$ cat config.mk
export PLATFORM = sky130hd
export DESIGN_NAME = wei_wakeup_indicator
export DESIGN_NICKNAME = d
export VERILOG_FILES = /design/src/logic/wei_wakeup_indicator.v
export VERILOG_INCLUDE_DIRS = /design/src /design/src/logic
export SDC_FILE = /design/constraint.sdc
export NUM_CORES = 1
export LEC_CHECK = 0
export BUFFER_PORTS_ARGS = -buffer_cell sky130_fd_sc_hd__buf_4
export CORE_MARGIN = 2
export CORE_UTILIZATION = 30
export DETAILED_ROUTE_END_ITERATION = 10
export HOLD_SLACK_MARGIN = 0.15
export PLACE_DENSITY = 0.48
export SKIP_LAST_GASP = 1
export SLEW_MARGIN = 5
export SYNTH_ARGS = -nofsm -noshare
export SYNTH_HDL_FRONTEND = slang
export SYNTH_SLANG_ARGS = --single-unit
$ cat constraint.sdc
create_clock -name clk -period 3.05 [get_ports clk]
set_input_delay 0.4575 -clock clk [delete_from_list [all_inputs] [get_ports clk]]
set_output_delay 0.4575 -clock clk [all_outputs]
set_load 0.05 [all_outputs]
$ cat src/logic/wei_consts.vh
// Constants for the wake-up event indicator block: offsets, fields, power states and timing.
`ifndef WEI_CONSTS_VH
`define WEI_CONSTS_VH

// ****************************************
// Register offsets (byte addresses)
// ****************************************
`define WEI_OFF_PMC        8'h84
`define WEI_OFF_BYTE_TEST  8'h64
`define WEI_BYTE_TEST_VAL  32'h5a3c_96e1

// ****************************************
// Field positions in power_mgmt_control
// ****************************************
`define WEI_BIT_READY      0
`define WEI_BIT_OUT_EN     1
`define WEI_BIT_POL        2
`define WEI_BIT_STYLE      3
`define WEI_CAUSE_LSB      4
`define WEI_CAUSE_MSB      5
`define WEI_BIT_TYPE       6
`define WEI_BIT_ENERGY_WAKE_ENABLE      8
`define WEI_BIT_FRAME_WAKE_ENABLE     9
`define WEI_MODE_LSB       12
`define WEI_MODE_MSB       13

// ****************************************
// Power state encodings
// ****************************************
`define WEI_MODE_D0        2'h0
`define WEI_MODE_D1        2'h1
`define WEI_MODE_D2        2'h2
`define WEI_MODE_RSVD      2'h3

// ****************************************
// Timing
// ****************************************
`define WEI_CLK_KHZ        100000
`define WEI_PULSE_MS       50
`define WEI_PULSE_CYCLES   (`WEI_PULSE_MS * `WEI_CLK_KHZ)
`define WEI_STABLE_US      10
`define WEI_STABLE_CYCLES  (`WEI_STABLE_US * `WEI_CLK_KHZ / 1000)

`endif

$ cat src/logic/wei_wakeup_indicator.v
// Wake-up cause recording, wake indicator pin driver and device-ready sequencing.
//
// Functional notes
// - Cause field: 00 none, 01 energy, 10 frame, 11 both
// - Writing one clears a cause bit
// - Cause clears only in D0 with ready
// - Cause bit holds while its source pends
// - Pulsed style drives 50 ms pulse per event
// - Static style holds indicator after event
// - Clearing cause or enable drops indicator
// - Polarity bit: high when set, low clear
// - Open-drain ignores polarity, always active low
// - Pin driven only when output enable set
// - Output enable never affects wake interrupt
// - Control register readable in every state
// - Ready only after stabilising from power-up/sleep
// - Mode 00 D0, 01 D1, 10 D2; 11 forbidden
// - Enabled event raises interrupt, drives pin if enabled
// - Driver type: clear open-drain, set push-pull
// - Byte test write wakes from reduced power

`include "wei_consts.vh"

module wei_wakeup_indicator #(
	parameter integer PULSE_CYCLES = `WEI_PULSE_CYCLES
)(
	input  wire        clk,
	input  wire        rst_n,
	input  wire [7:0]  addr,
	input  wire [31:0] wdata,
	input  wire        wr_en,
	input  wire        rd_en,
	output reg  [31:0] rdata,
	input  wire        energy_detect_in,
	input  wire        frame_wake_event,
	input  wire        energy_src_pending,
	input  wire        frame_src_pending,
	output wire        wake_indicator_pin_o,
	output wire        wake_indicator_pin_oe_n,
	output reg         wake_interrupt_flag,
	output wire [1:0]  power_state_select,
	output wire        device_ready
);

	// ****************************************
	// Local constants and states
	// ****************************************
	localparam [1:0]  ST_SETTLE = 2'h0;
	localparam [1:0]  ST_READY  = 2'h1;
	localparam [1:0]  ST_SLEEP  = 2'h2;
	localparam [22:0] PULSE_LOAD = PULSE_CYCLES[22:0];
	localparam integer STABLE_CYCLES = `WEI_STABLE_CYCLES;
	localparam [15:0] STABLE_LOAD = STABLE_CYCLES[15:0];

	// Address match, used by both the write and the read decode
	function hit;
		input [7:0] a;
		input [7:0] off;
		begin
			hit = (a == off);
		end
	endfunction

	// ****************************************
	// State
	// ****************************************
	reg [1:0]  state_reg;
	reg [1:0]  state_next;
	reg [15:0] settle_cnt_reg;
	reg [15:0] settle_cnt_next;
	reg [1:0]  mode_reg;
	reg [1:0]  mode_next;
	reg        frame_wake_enable_reg;
	reg        energy_wake_enable_reg;
	reg        type_reg;
	reg        style_reg;
	reg        pol_reg;
	reg        out_en_reg;
	reg [1:0]  cause_reg;
	reg [1:0]  cause_next;
	reg [22:0] pulse_cnt_reg;
	reg [22:0] pulse_cnt_next;
	reg        static_reg;
	reg        static_next;
	reg        ed_sync1_reg;
	reg        ed_sync2_reg;
	reg        ed_prev_reg;

	wire       ready;
	wire       wr_pmc;
	wire       wr_byte_test;
	wire       energy_evt;
	wire [1:0] cause_set;
	wire [1:0] cause_clr;
	wire       qual_evt;
	wire       keep;
	wire       ind_active;

	assign ready = (state_reg == ST_READY);
	assign device_ready = ready;
	assign power_state_select = mode_reg;

	// ****************************************
	// Energy detect input synchroniser
	// ****************************************
	// The detector sits in the analog front end, so it is treated as asynchronous.
	// Edge detection looks at the second stage only.
	always @(posedge clk)
	begin
		if (!rst_n)
		begin
			ed_sync1_reg <= 1'b0;
			ed_sync2_reg <= 1'b0;
			ed_prev_reg  <= 1'b0;
		end
		else
		begin
			ed_sync1_reg <= energy_detect_in;
			ed_sync2_reg <= ed_sync1_reg;
			ed_prev_reg  <= ed_sync2_reg;
		end
	end

	assign energy_evt = ed_sync2_reg & ~ed_prev_reg;

	// ****************************************
	// Bus decode
	// ****************************************
	// Writes to the control register are only honoured once ready; the host is
	// expected to wait anyway, and dropping them keeps a sleeping core consistent.
	assign wr_pmc       = wr_en & hit(addr, `WEI_OFF_PMC) & ready;
	// The byte test register holds no state here; a write only wakes the core
	assign wr_byte_test = wr_en & hit(addr, `WEI_OFF_BYTE_TEST);

	// ****************************************
	// Wake events and cause field
	// ****************************************
	assign cause_set[0] = energy_evt & energy_wake_enable_reg;
	assign cause_set[1] = frame_wake_event & frame_wake_enable_reg;
	assign qual_evt     = |cause_set;

	// Clear needs a one in that position, D0 and ready, and a quiet source
	assign cause_clr[0] = wr_pmc & wdata[`WEI_CAUSE_LSB] & (mode_reg == `WEI_MODE_D0)
	                      & ~energy_src_pending;
	assign cause_clr[1] = wr_pmc & wdata[`WEI_CAUSE_MSB] & (mode_reg == `WEI_MODE_D0)
	                      & ~frame_src_pending;

	// A new event in the clearing cycle wins over the clear
	always @*
	begin
		cause_next = cause_set | (cause_reg & ~cause_clr);
	end

	// ****************************************
	// Indicator timing
	// ****************************************
	// The indicator stays alive only while a set cause bit still has its enable
	assign keep = (cause_reg[0] & energy_wake_enable_reg) | (cause_reg[1] & frame_wake_enable_reg);

	always @*
	begin
		pulse_cnt_next = pulse_cnt_reg;
		static_next    = static_reg;
		if (qual_evt)
		begin
			// Every new event restarts the pulse in full
			pulse_cnt_next = style_reg ? PULSE_LOAD : 23'h0;
			static_next    = ~style_reg;
		end
		else if (!keep)
		begin
			pulse_cnt_next = 23'h0;
			static_next    = 1'b0;
		end
		else if (pulse_cnt_reg != 23'h0)
		begin
			pulse_cnt_next = pulse_cnt_reg - 23'h1;
		end
	end

	// Set bits are only visible from the cycle after the event, so the keep test
	// is bypassed while the event itself is being recorded.
	assign ind_active = (pulse_cnt_reg != 23'h0) | static_reg;

	// ****************************************
	// Pin driver
	// ****************************************
	// Open-drain pulls low only while active; push-pull follows polarity.
	// The open-drain pin never drives high, so the board needs a pull-up.
	assign wake_indicator_pin_o    = type_reg ? (pol_reg ? ind_active : ~ind_active)
	                                          : 1'b0;
	assign wake_indicator_pin_oe_n = type_reg ? ~out_en_reg
	                                          : ~(out_en_reg & ind_active);

	// ****************************************
	// Power state sequencer
	// ****************************************
	// Settle counts down after reset and after every wake before ready is raised.
	// Events whose enable is clear never wake a sleeping core.
	always @*
	begin
		state_next      = state_reg;
		settle_cnt_next = settle_cnt_reg;
		mode_next       = mode_reg;
		case (state_reg)
			ST_SETTLE:
			begin
				if (settle_cnt_reg == 16'h0)
				begin
					state_next = ST_READY;
				end
				else
				begin
					settle_cnt_next = settle_cnt_reg - 16'h1;
				end
			end
			ST_READY:
			begin
				// The reserved code is dropped and the mode kept
				if (wr_pmc && (wdata[`WEI_MODE_MSB:`WEI_MODE_LSB] != `WEI_MODE_RSVD)
				    && (wdata[`WEI_MODE_MSB:`WEI_MODE_LSB] != `WEI_MODE_D0))
				begin
					mode_next  = wdata[`WEI_MODE_MSB:`WEI_MODE_LSB];
					state_next = ST_SLEEP;
				end
			end
			ST_SLEEP:
			begin
				// Mode bits clear themselves on the way back to D0
				if (wr_byte_test || qual_evt)
				begin
					mode_next       = `WEI_MODE_D0;
					settle_cnt_next = STABLE_LOAD;
					state_next      = ST_SETTLE;
				end
			end
			default:
			begin
				state_next      = ST_SETTLE;
				settle_cnt_next = STABLE_LOAD;
				mode_next       = `WEI_MODE_D0;
			end
		endcase
	end

	// ****************************************
	// Registers
	// ****************************************
	// Control fields change only through an accepted control write
	always @(posedge clk)
	begin
		if (!rst_n)
		begin
			state_reg      <= ST_SETTLE;
			settle_cnt_reg <= STABLE_LOAD;
			mode_reg       <= `WEI_MODE_D0;
			frame_wake_enable_reg     <= 1'b0;
			energy_wake_enable_reg      <= 1'b0;
			type_reg       <= 1'b0;
			style_reg      <= 1'b0;
			pol_reg        <= 1'b0;
			out_en_reg     <= 1'b0;
			cause_reg      <= 2'h0;
			pulse_cnt_reg  <= 23'h0;
			static_reg     <= 1'b0;
		end
		else
		begin
			state_reg      <= state_next;
			settle_cnt_reg <= settle_cnt_next;
			mode_reg       <= mode_next;
			cause_reg      <= cause_next;
			pulse_cnt_reg  <= pulse_cnt_next;
			static_reg     <= static_next;
			if (wr_pmc)
			begin
				frame_wake_enable_reg <= wdata[`WEI_BIT_FRAME_WAKE_ENABLE];
				energy_wake_enable_reg  <= wdata[`WEI_BIT_ENERGY_WAKE_ENABLE];
				type_reg   <= wdata[`WEI_BIT_TYPE];
				style_reg  <= wdata[`WEI_BIT_STYLE];
				pol_reg    <= wdata[`WEI_BIT_POL];
				out_en_reg <= wdata[`WEI_BIT_OUT_EN];
			end
		end
	end

	// ****************************************
	// Wake interrupt
	// ****************************************
	// One-cycle pulse for the interrupt controller; the pin enable plays no part.
	// Stickiness is left to the interrupt controller, which saves a clear path here.
	always @(posedge clk)
	begin
		if (!rst_n)
		begin
			wake_interrupt_flag <= 1'b0;
		end
		else
		begin
			wake_interrupt_flag <= qual_evt;
		end
	end

	// ****************************************
	// Read path
	// ****************************************
	// Control register answers in every power state, even while not ready.
	// Loading zero outside a read cycle keeps stale answers off the bus.
	always @(posedge clk)
	begin
		if (!rst_n)
		begin
			rdata <= 32'h0;
		end
		else if (rd_en && hit(addr, `WEI_OFF_PMC))
		begin
			rdata                                <= 32'h0;
			rdata[`WEI_MODE_MSB:`WEI_MODE_LSB]   <= mode_reg;
			rdata[`WEI_BIT_FRAME_WAKE_ENABLE]               <= frame_wake_enable_reg;
			rdata[`WEI_BIT_ENERGY_WAKE_ENABLE]                <= energy_wake_enable_reg;
			rdata[`WEI_BIT_TYPE]                 <= type_reg;
			rdata[`WEI_CAUSE_MSB:`WEI_CAUSE_LSB] <= cause_reg;
			rdata[`WEI_BIT_STYLE]                <= style_reg;
			rdata[`WEI_BIT_POL]                  <= pol_reg;
			rdata[`WEI_BIT_OUT_EN]               <= out_en_reg;
			rdata[`WEI_BIT_READY]                <= ready;
		end
		else if (rd_en && hit(addr, `WEI_OFF_BYTE_TEST))
		begin
			rdata <= `WEI_BYTE_TEST_VAL;
		end
		else
		begin
			// Unmapped reads and idle cycles return zero
			rdata <= 32'h0;
		end
	end

endmodule // wei_wakeup_indicator

=== Yosys cells after proc, flatten, opt, wreduce, memory -nomap -nowiden ===
Index checks and enable logic that the tools add are counted.

* Word-level logic and storage cells: 96
* Bits in registers: 87
* Output and inout bits: 38

* Reduce and logical (&&, ||, !) cells: 15
* Multiplexer cells: 20
* Add/sub/neg operators: 2
* Equality and inequality tests: 11
* Bitwise gates (word level): 30

{| class="wikitable"
|+ Operators with widths
! kind !! count
|-
| 23-bit two-way mux || 4
|-
| 16-bit case mux with 3 select lines || 1
|-
| 16-bit two-way mux || 2
|-
| 31-bit two-way mux || 1
|-
| 23-bit nonzero test || 1
|-
| 23-bit by 1-bit subtractor with 23-bit output (second input constant) || 1
|-
| 16-bit zero test || 1
|-
| 16-bit by 1-bit subtractor with 16-bit output (second input constant) || 1
|-
| 1-bit AND || 15
|-
| 14-bit two-way mux || 1
|-
| 2-bit case mux with 3 select lines || 2
|-
| 1-bit NOT || 10
|-
| 3-bit AND reduction || 3
|-
| 8-bit by 7-bit equality test with 1-bit output (second input constant) || 1
|-
| 8-bit equality test (second input constant) || 1
|-
| 2-bit two-way mux || 4
|-
| 2-bit inequality test (second input constant) || 4
|-
| 1-bit two-way mux || 5
|-
| 1-bit logical AND || 4
|-
| 2-bit zero test || 2
|-
| 2-bit by 1-bit inequality test with 1-bit output (second input constant) || 2
|-
| 2-bit OR reduction || 2
|-
| 3-bit by 1-bit inequality test with 1-bit output (second input constant) || 1
|-
| 2-bit AND || 1
|-
| 7 further kinds || 8
|}

=== Depth between registers and ports, before layout ===
* Depth after elaboration: 9
* Mapped depth: 8
* Depth with buffers taken out: 7

=== Least setup slack after synthesis ===
No wires, ideal clock.

* Path kind: register -> output
* Start: register pulse_cnt_reg[0]
* End: output port wake_indicator_pin_oe_n
* Arrival: 2.772 ns
* Slack: -0.180 ns
* Data required time: 2.592 ns
* Cell stages (with the launch flop): 7
* Cell sequence: dfxtp_1 > inv_1 > ha_1 > or3b_1 > nor2_1 > nand3_2 > o31ai_1

* Cells in the longest elaborated chain, start to end: 5

{| class="wikitable"
|+ Ends and longest elaborated chain
! item !! line !! source
|-
| start, declared || wei_wakeup_indicator.v:81 || <nowiki>reg [22:0] pulse_cnt_reg;</nowiki>
|-
| start signal, assigned || wei_wakeup_indicator.v:273 || <nowiki>pulse_cnt_reg <= pulse_cnt_next;</nowiki>
|-
| 23-bit nonzero test || wei_wakeup_indicator.v:183 || <nowiki>assign ind_active = (pulse_cnt_reg != 23'h0) | static_reg;</nowiki>
|-
| 1-bit bitwise OR || wei_wakeup_indicator.v:183 ||
|-
| 1-bit AND || wei_wakeup_indicator.v:193 || <nowiki>: ~(out_en_reg & ind_active);</nowiki>
|-
| 1-bit NOT || wei_wakeup_indicator.v:193 ||
|-
| 1-bit two-way mux || wei_wakeup_indicator.v:192 || <nowiki>assign wake_indicator_pin_oe_n = type_reg ? ~out_en_reg</nowiki>
|-
| end, declared || wei_wakeup_indicator.v:39 || <nowiki>output wire wake_indicator_pin_oe_n,</nowiki>
|}

No other way between the ends.

=== Worst setup path in the final report ===
* Start: register pulse_cnt_reg[18]
* End: output port wake_indicator_pin_o

* Cells in the longest elaborated chain, start to end: 5

{| class="wikitable"
|+ Ends and longest elaborated chain
! item !! line !! source
|-
| 23-bit nonzero test * || wei_wakeup_indicator.v:183 ||
|-
| 1-bit bitwise OR * || wei_wakeup_indicator.v:183 ||
|-
| 1-bit NOT || wei_wakeup_indicator.v:190 || <nowiki>assign wake_indicator_pin_o = type_reg ? (pol_reg ? ind_active : ~ind_active)</nowiki>
|-
| 1-bit two-way mux * (2 in series) || wei_wakeup_indicator.v:190 ||
|-
| end, declared || wei_wakeup_indicator.v:38 || <nowiki>output wire wake_indicator_pin_o,</nowiki>
|}

Mark *: on every way between the ends. The rest lies on a longest branch, timed or not.

==> out/results.tsv <==
metric	value	unit
skew	11.7	ps
drtIter0Drc	104	
min_path_type	input port to flop	
status	finished, final reports clean	
postCtsHoldBufs	0	
grt.overflow.total	0	
p_total	1880	µW
fin_area	0.00389	mm²
postRouteAntennaNets	0	
wl_per_cell	13.7	µm
worstSetupPathType	flop to primary output	
ioPinCount	86	
ys_top_cells_by_area	dfxtp_1, buf_4, a21oi_1	
dr_total_vias	2721	
largest_register_ff_count	23	
h-tree-depth	3	
max-slew-margin-rel	51.2	%
final_common_cell	dfxtp_1	
irDropWorstVdd	0.229	mV
setup-tns-final	0	ps
seq_area_frac_synth	42.4	%
root_buffer	clkbuf_8	
portBuffers	53	
die_area	0.0115	mm²
grt_pass1_vias	2513	
post-route-period-util	94.0	%
drv_slew	0	
clk_pin_slew	80	ps
firstDrtPassIters	4	
instances_no_fill	547	
final_cell_mix	dfxtp_1, buf_4, nor2_1	
grt_pass1_wl	12200	µm
ys.flop_type	dfxtp_1	
synth_edf_count	0	
core-area	0.0104	mm²
die-width	107	µm
fin_nets	457	
cts_inserted_buffers	9	
maxCapViolCount	0	
hold_viol	0	
area_delta_synth_final	21.3	%
syn_inst	356	
crit_arrival	2410	ps
cts_tree	yes	
place_hpwl	5390	µm
netlist_area	0.00321	mm²
worst-endpoint-required	2590	ps
grt_max_degree	23	
route.detailed.drc	0	
worst_pin_slew	733	ps
yosys_warnings	0	
yosys.area.top_type	dfxtp_1	
synth_top_area_share	42.4	%
worst-path-max-fanout	7	
p_leak	0.00165	µW
clockBufferDepth	2	
rsz0062_at_grt	false	
ys_async_sr_fraction	0	%
drive_above_1_share	24.3	%
antenna_found_initial	0	
min_period	2870	ps
critPathCaptureType	primary output	
numClockSinks	68	
powerDensity	483	mW/mm²
row_count	37	
nFillCells	1085	
place.gp.congestion	0.802	
antennaDiodeCount	0	
clock_latency	340	ps
post_dp_cell_area	0.00369	mm²
routed_via_density	4.97	
track_usage	13.4	%
avgSynthCellArea	9.02	µm²
holdWs	317	ps
synthDistinctLibCells	58	
critPathLaunchType	flop	
wirelength	7480	µm
max_freq	0.349	GHz
start_util	31.0	%
setup_viol	0	
fp.dieH	107	µm
dp_cells	531	
ys_ff_latch	68	
==> stage by stage <==
stage          worst slack, ps  util (%)
3_5_place_dp               448      35.6
5_1_grt                   14.9      37.6
6_report                   183      37.6
3_3_place_gp               472      35.6
2_1_floorplan              190         -
4_1_cts                   58.9      37.5
==> metal layers <==
layer | track usage, % | up-vias | share of wire, %
li1 | - | 1387 | -
met1 | 17.8 | 1268 | 49
met2 | 21.0 | 56 | 45
met3 | 3.57 | 10 | 4.8
met4 | 4.40 | 0 | 1.2
met5 | 0 | - | 0
==> logic make-up after synthesis <==
logic type	synth area share, %
DFF	42.4
AOI/OAI and AO/OA	17.0
muxes	1.87
buffers and inverters	6.78
adders and majority gates	1.17
other	0.117
and+or+nand+nor	27.7
xor gates and xnor gates	3.00
==> final cells by class <==
type                       count  area [µm²]  area share (%)
timing repair buffer          61         458            11.8
tap                          136         170            4.37
clock inverter                 7        75.1            1.93
sequential                    68        1360            35.0
multi-input combinational    260        1680            43.2
clock buffer                   9         124            3.18
inverter                       6        22.5           0.578
==> path summary, 6_finish.rpt <==
check	cells after the start	end	slack, ps	startpoint
max reg2reg	7	settle_cnt_reg[13]	630	settle_cnt_reg[0]
min	2	power_state_select[1]	320	wdata[12]
max	6	wake_indicator_pin_o	180	pulse_cnt_reg[18]
min reg2reg	1	ed_sync2_reg	440	ed_sync1_reg
==> power breakdown <==
part           switching, µW  total [µW]  internal (µW)
clock network            370         753            383
registers               35.8         957            921
logic                   99.4         172           72.9
==> what timing repair did <==
| item | in CTS | in global routing |
|---|---|---|
| gates resized for setup | 0 | 3 |
| buffers inserted | 0 | 0 |
| setup endpoints to repair | 0 | 1 |
==> Yosys cell counts, drive strengths merged (3+ instances only) <==
master / number
nor4: 10
or4: 11
a21oi: 25
ha: 3
or3: 19
o31ai: 7
nand2: 15
nor2: 27
nor3b: 4
nand3b: 3
xor2: 3
mux2i: 6
nor3: 12
nand2b: 3
a31oi: 4
xnor2: 8
dfxtp: 68
a21o: 6
a211oi: 5
and3: 4
clkbuf: 8
or2: 5
inv: 6
and2: 10
buf: 23
o21ai: 19
nand3: 12
==> critical path, cell delays in order (launching register included) <==
cell      delay (ps)
dfxtp_1          380
or4_4            590
nor3_4           200
nand3_2          190
or3_1            370
a21boi_2         140
buf_4            200
No activity file was read; power rests on OpenSTA's default activity.
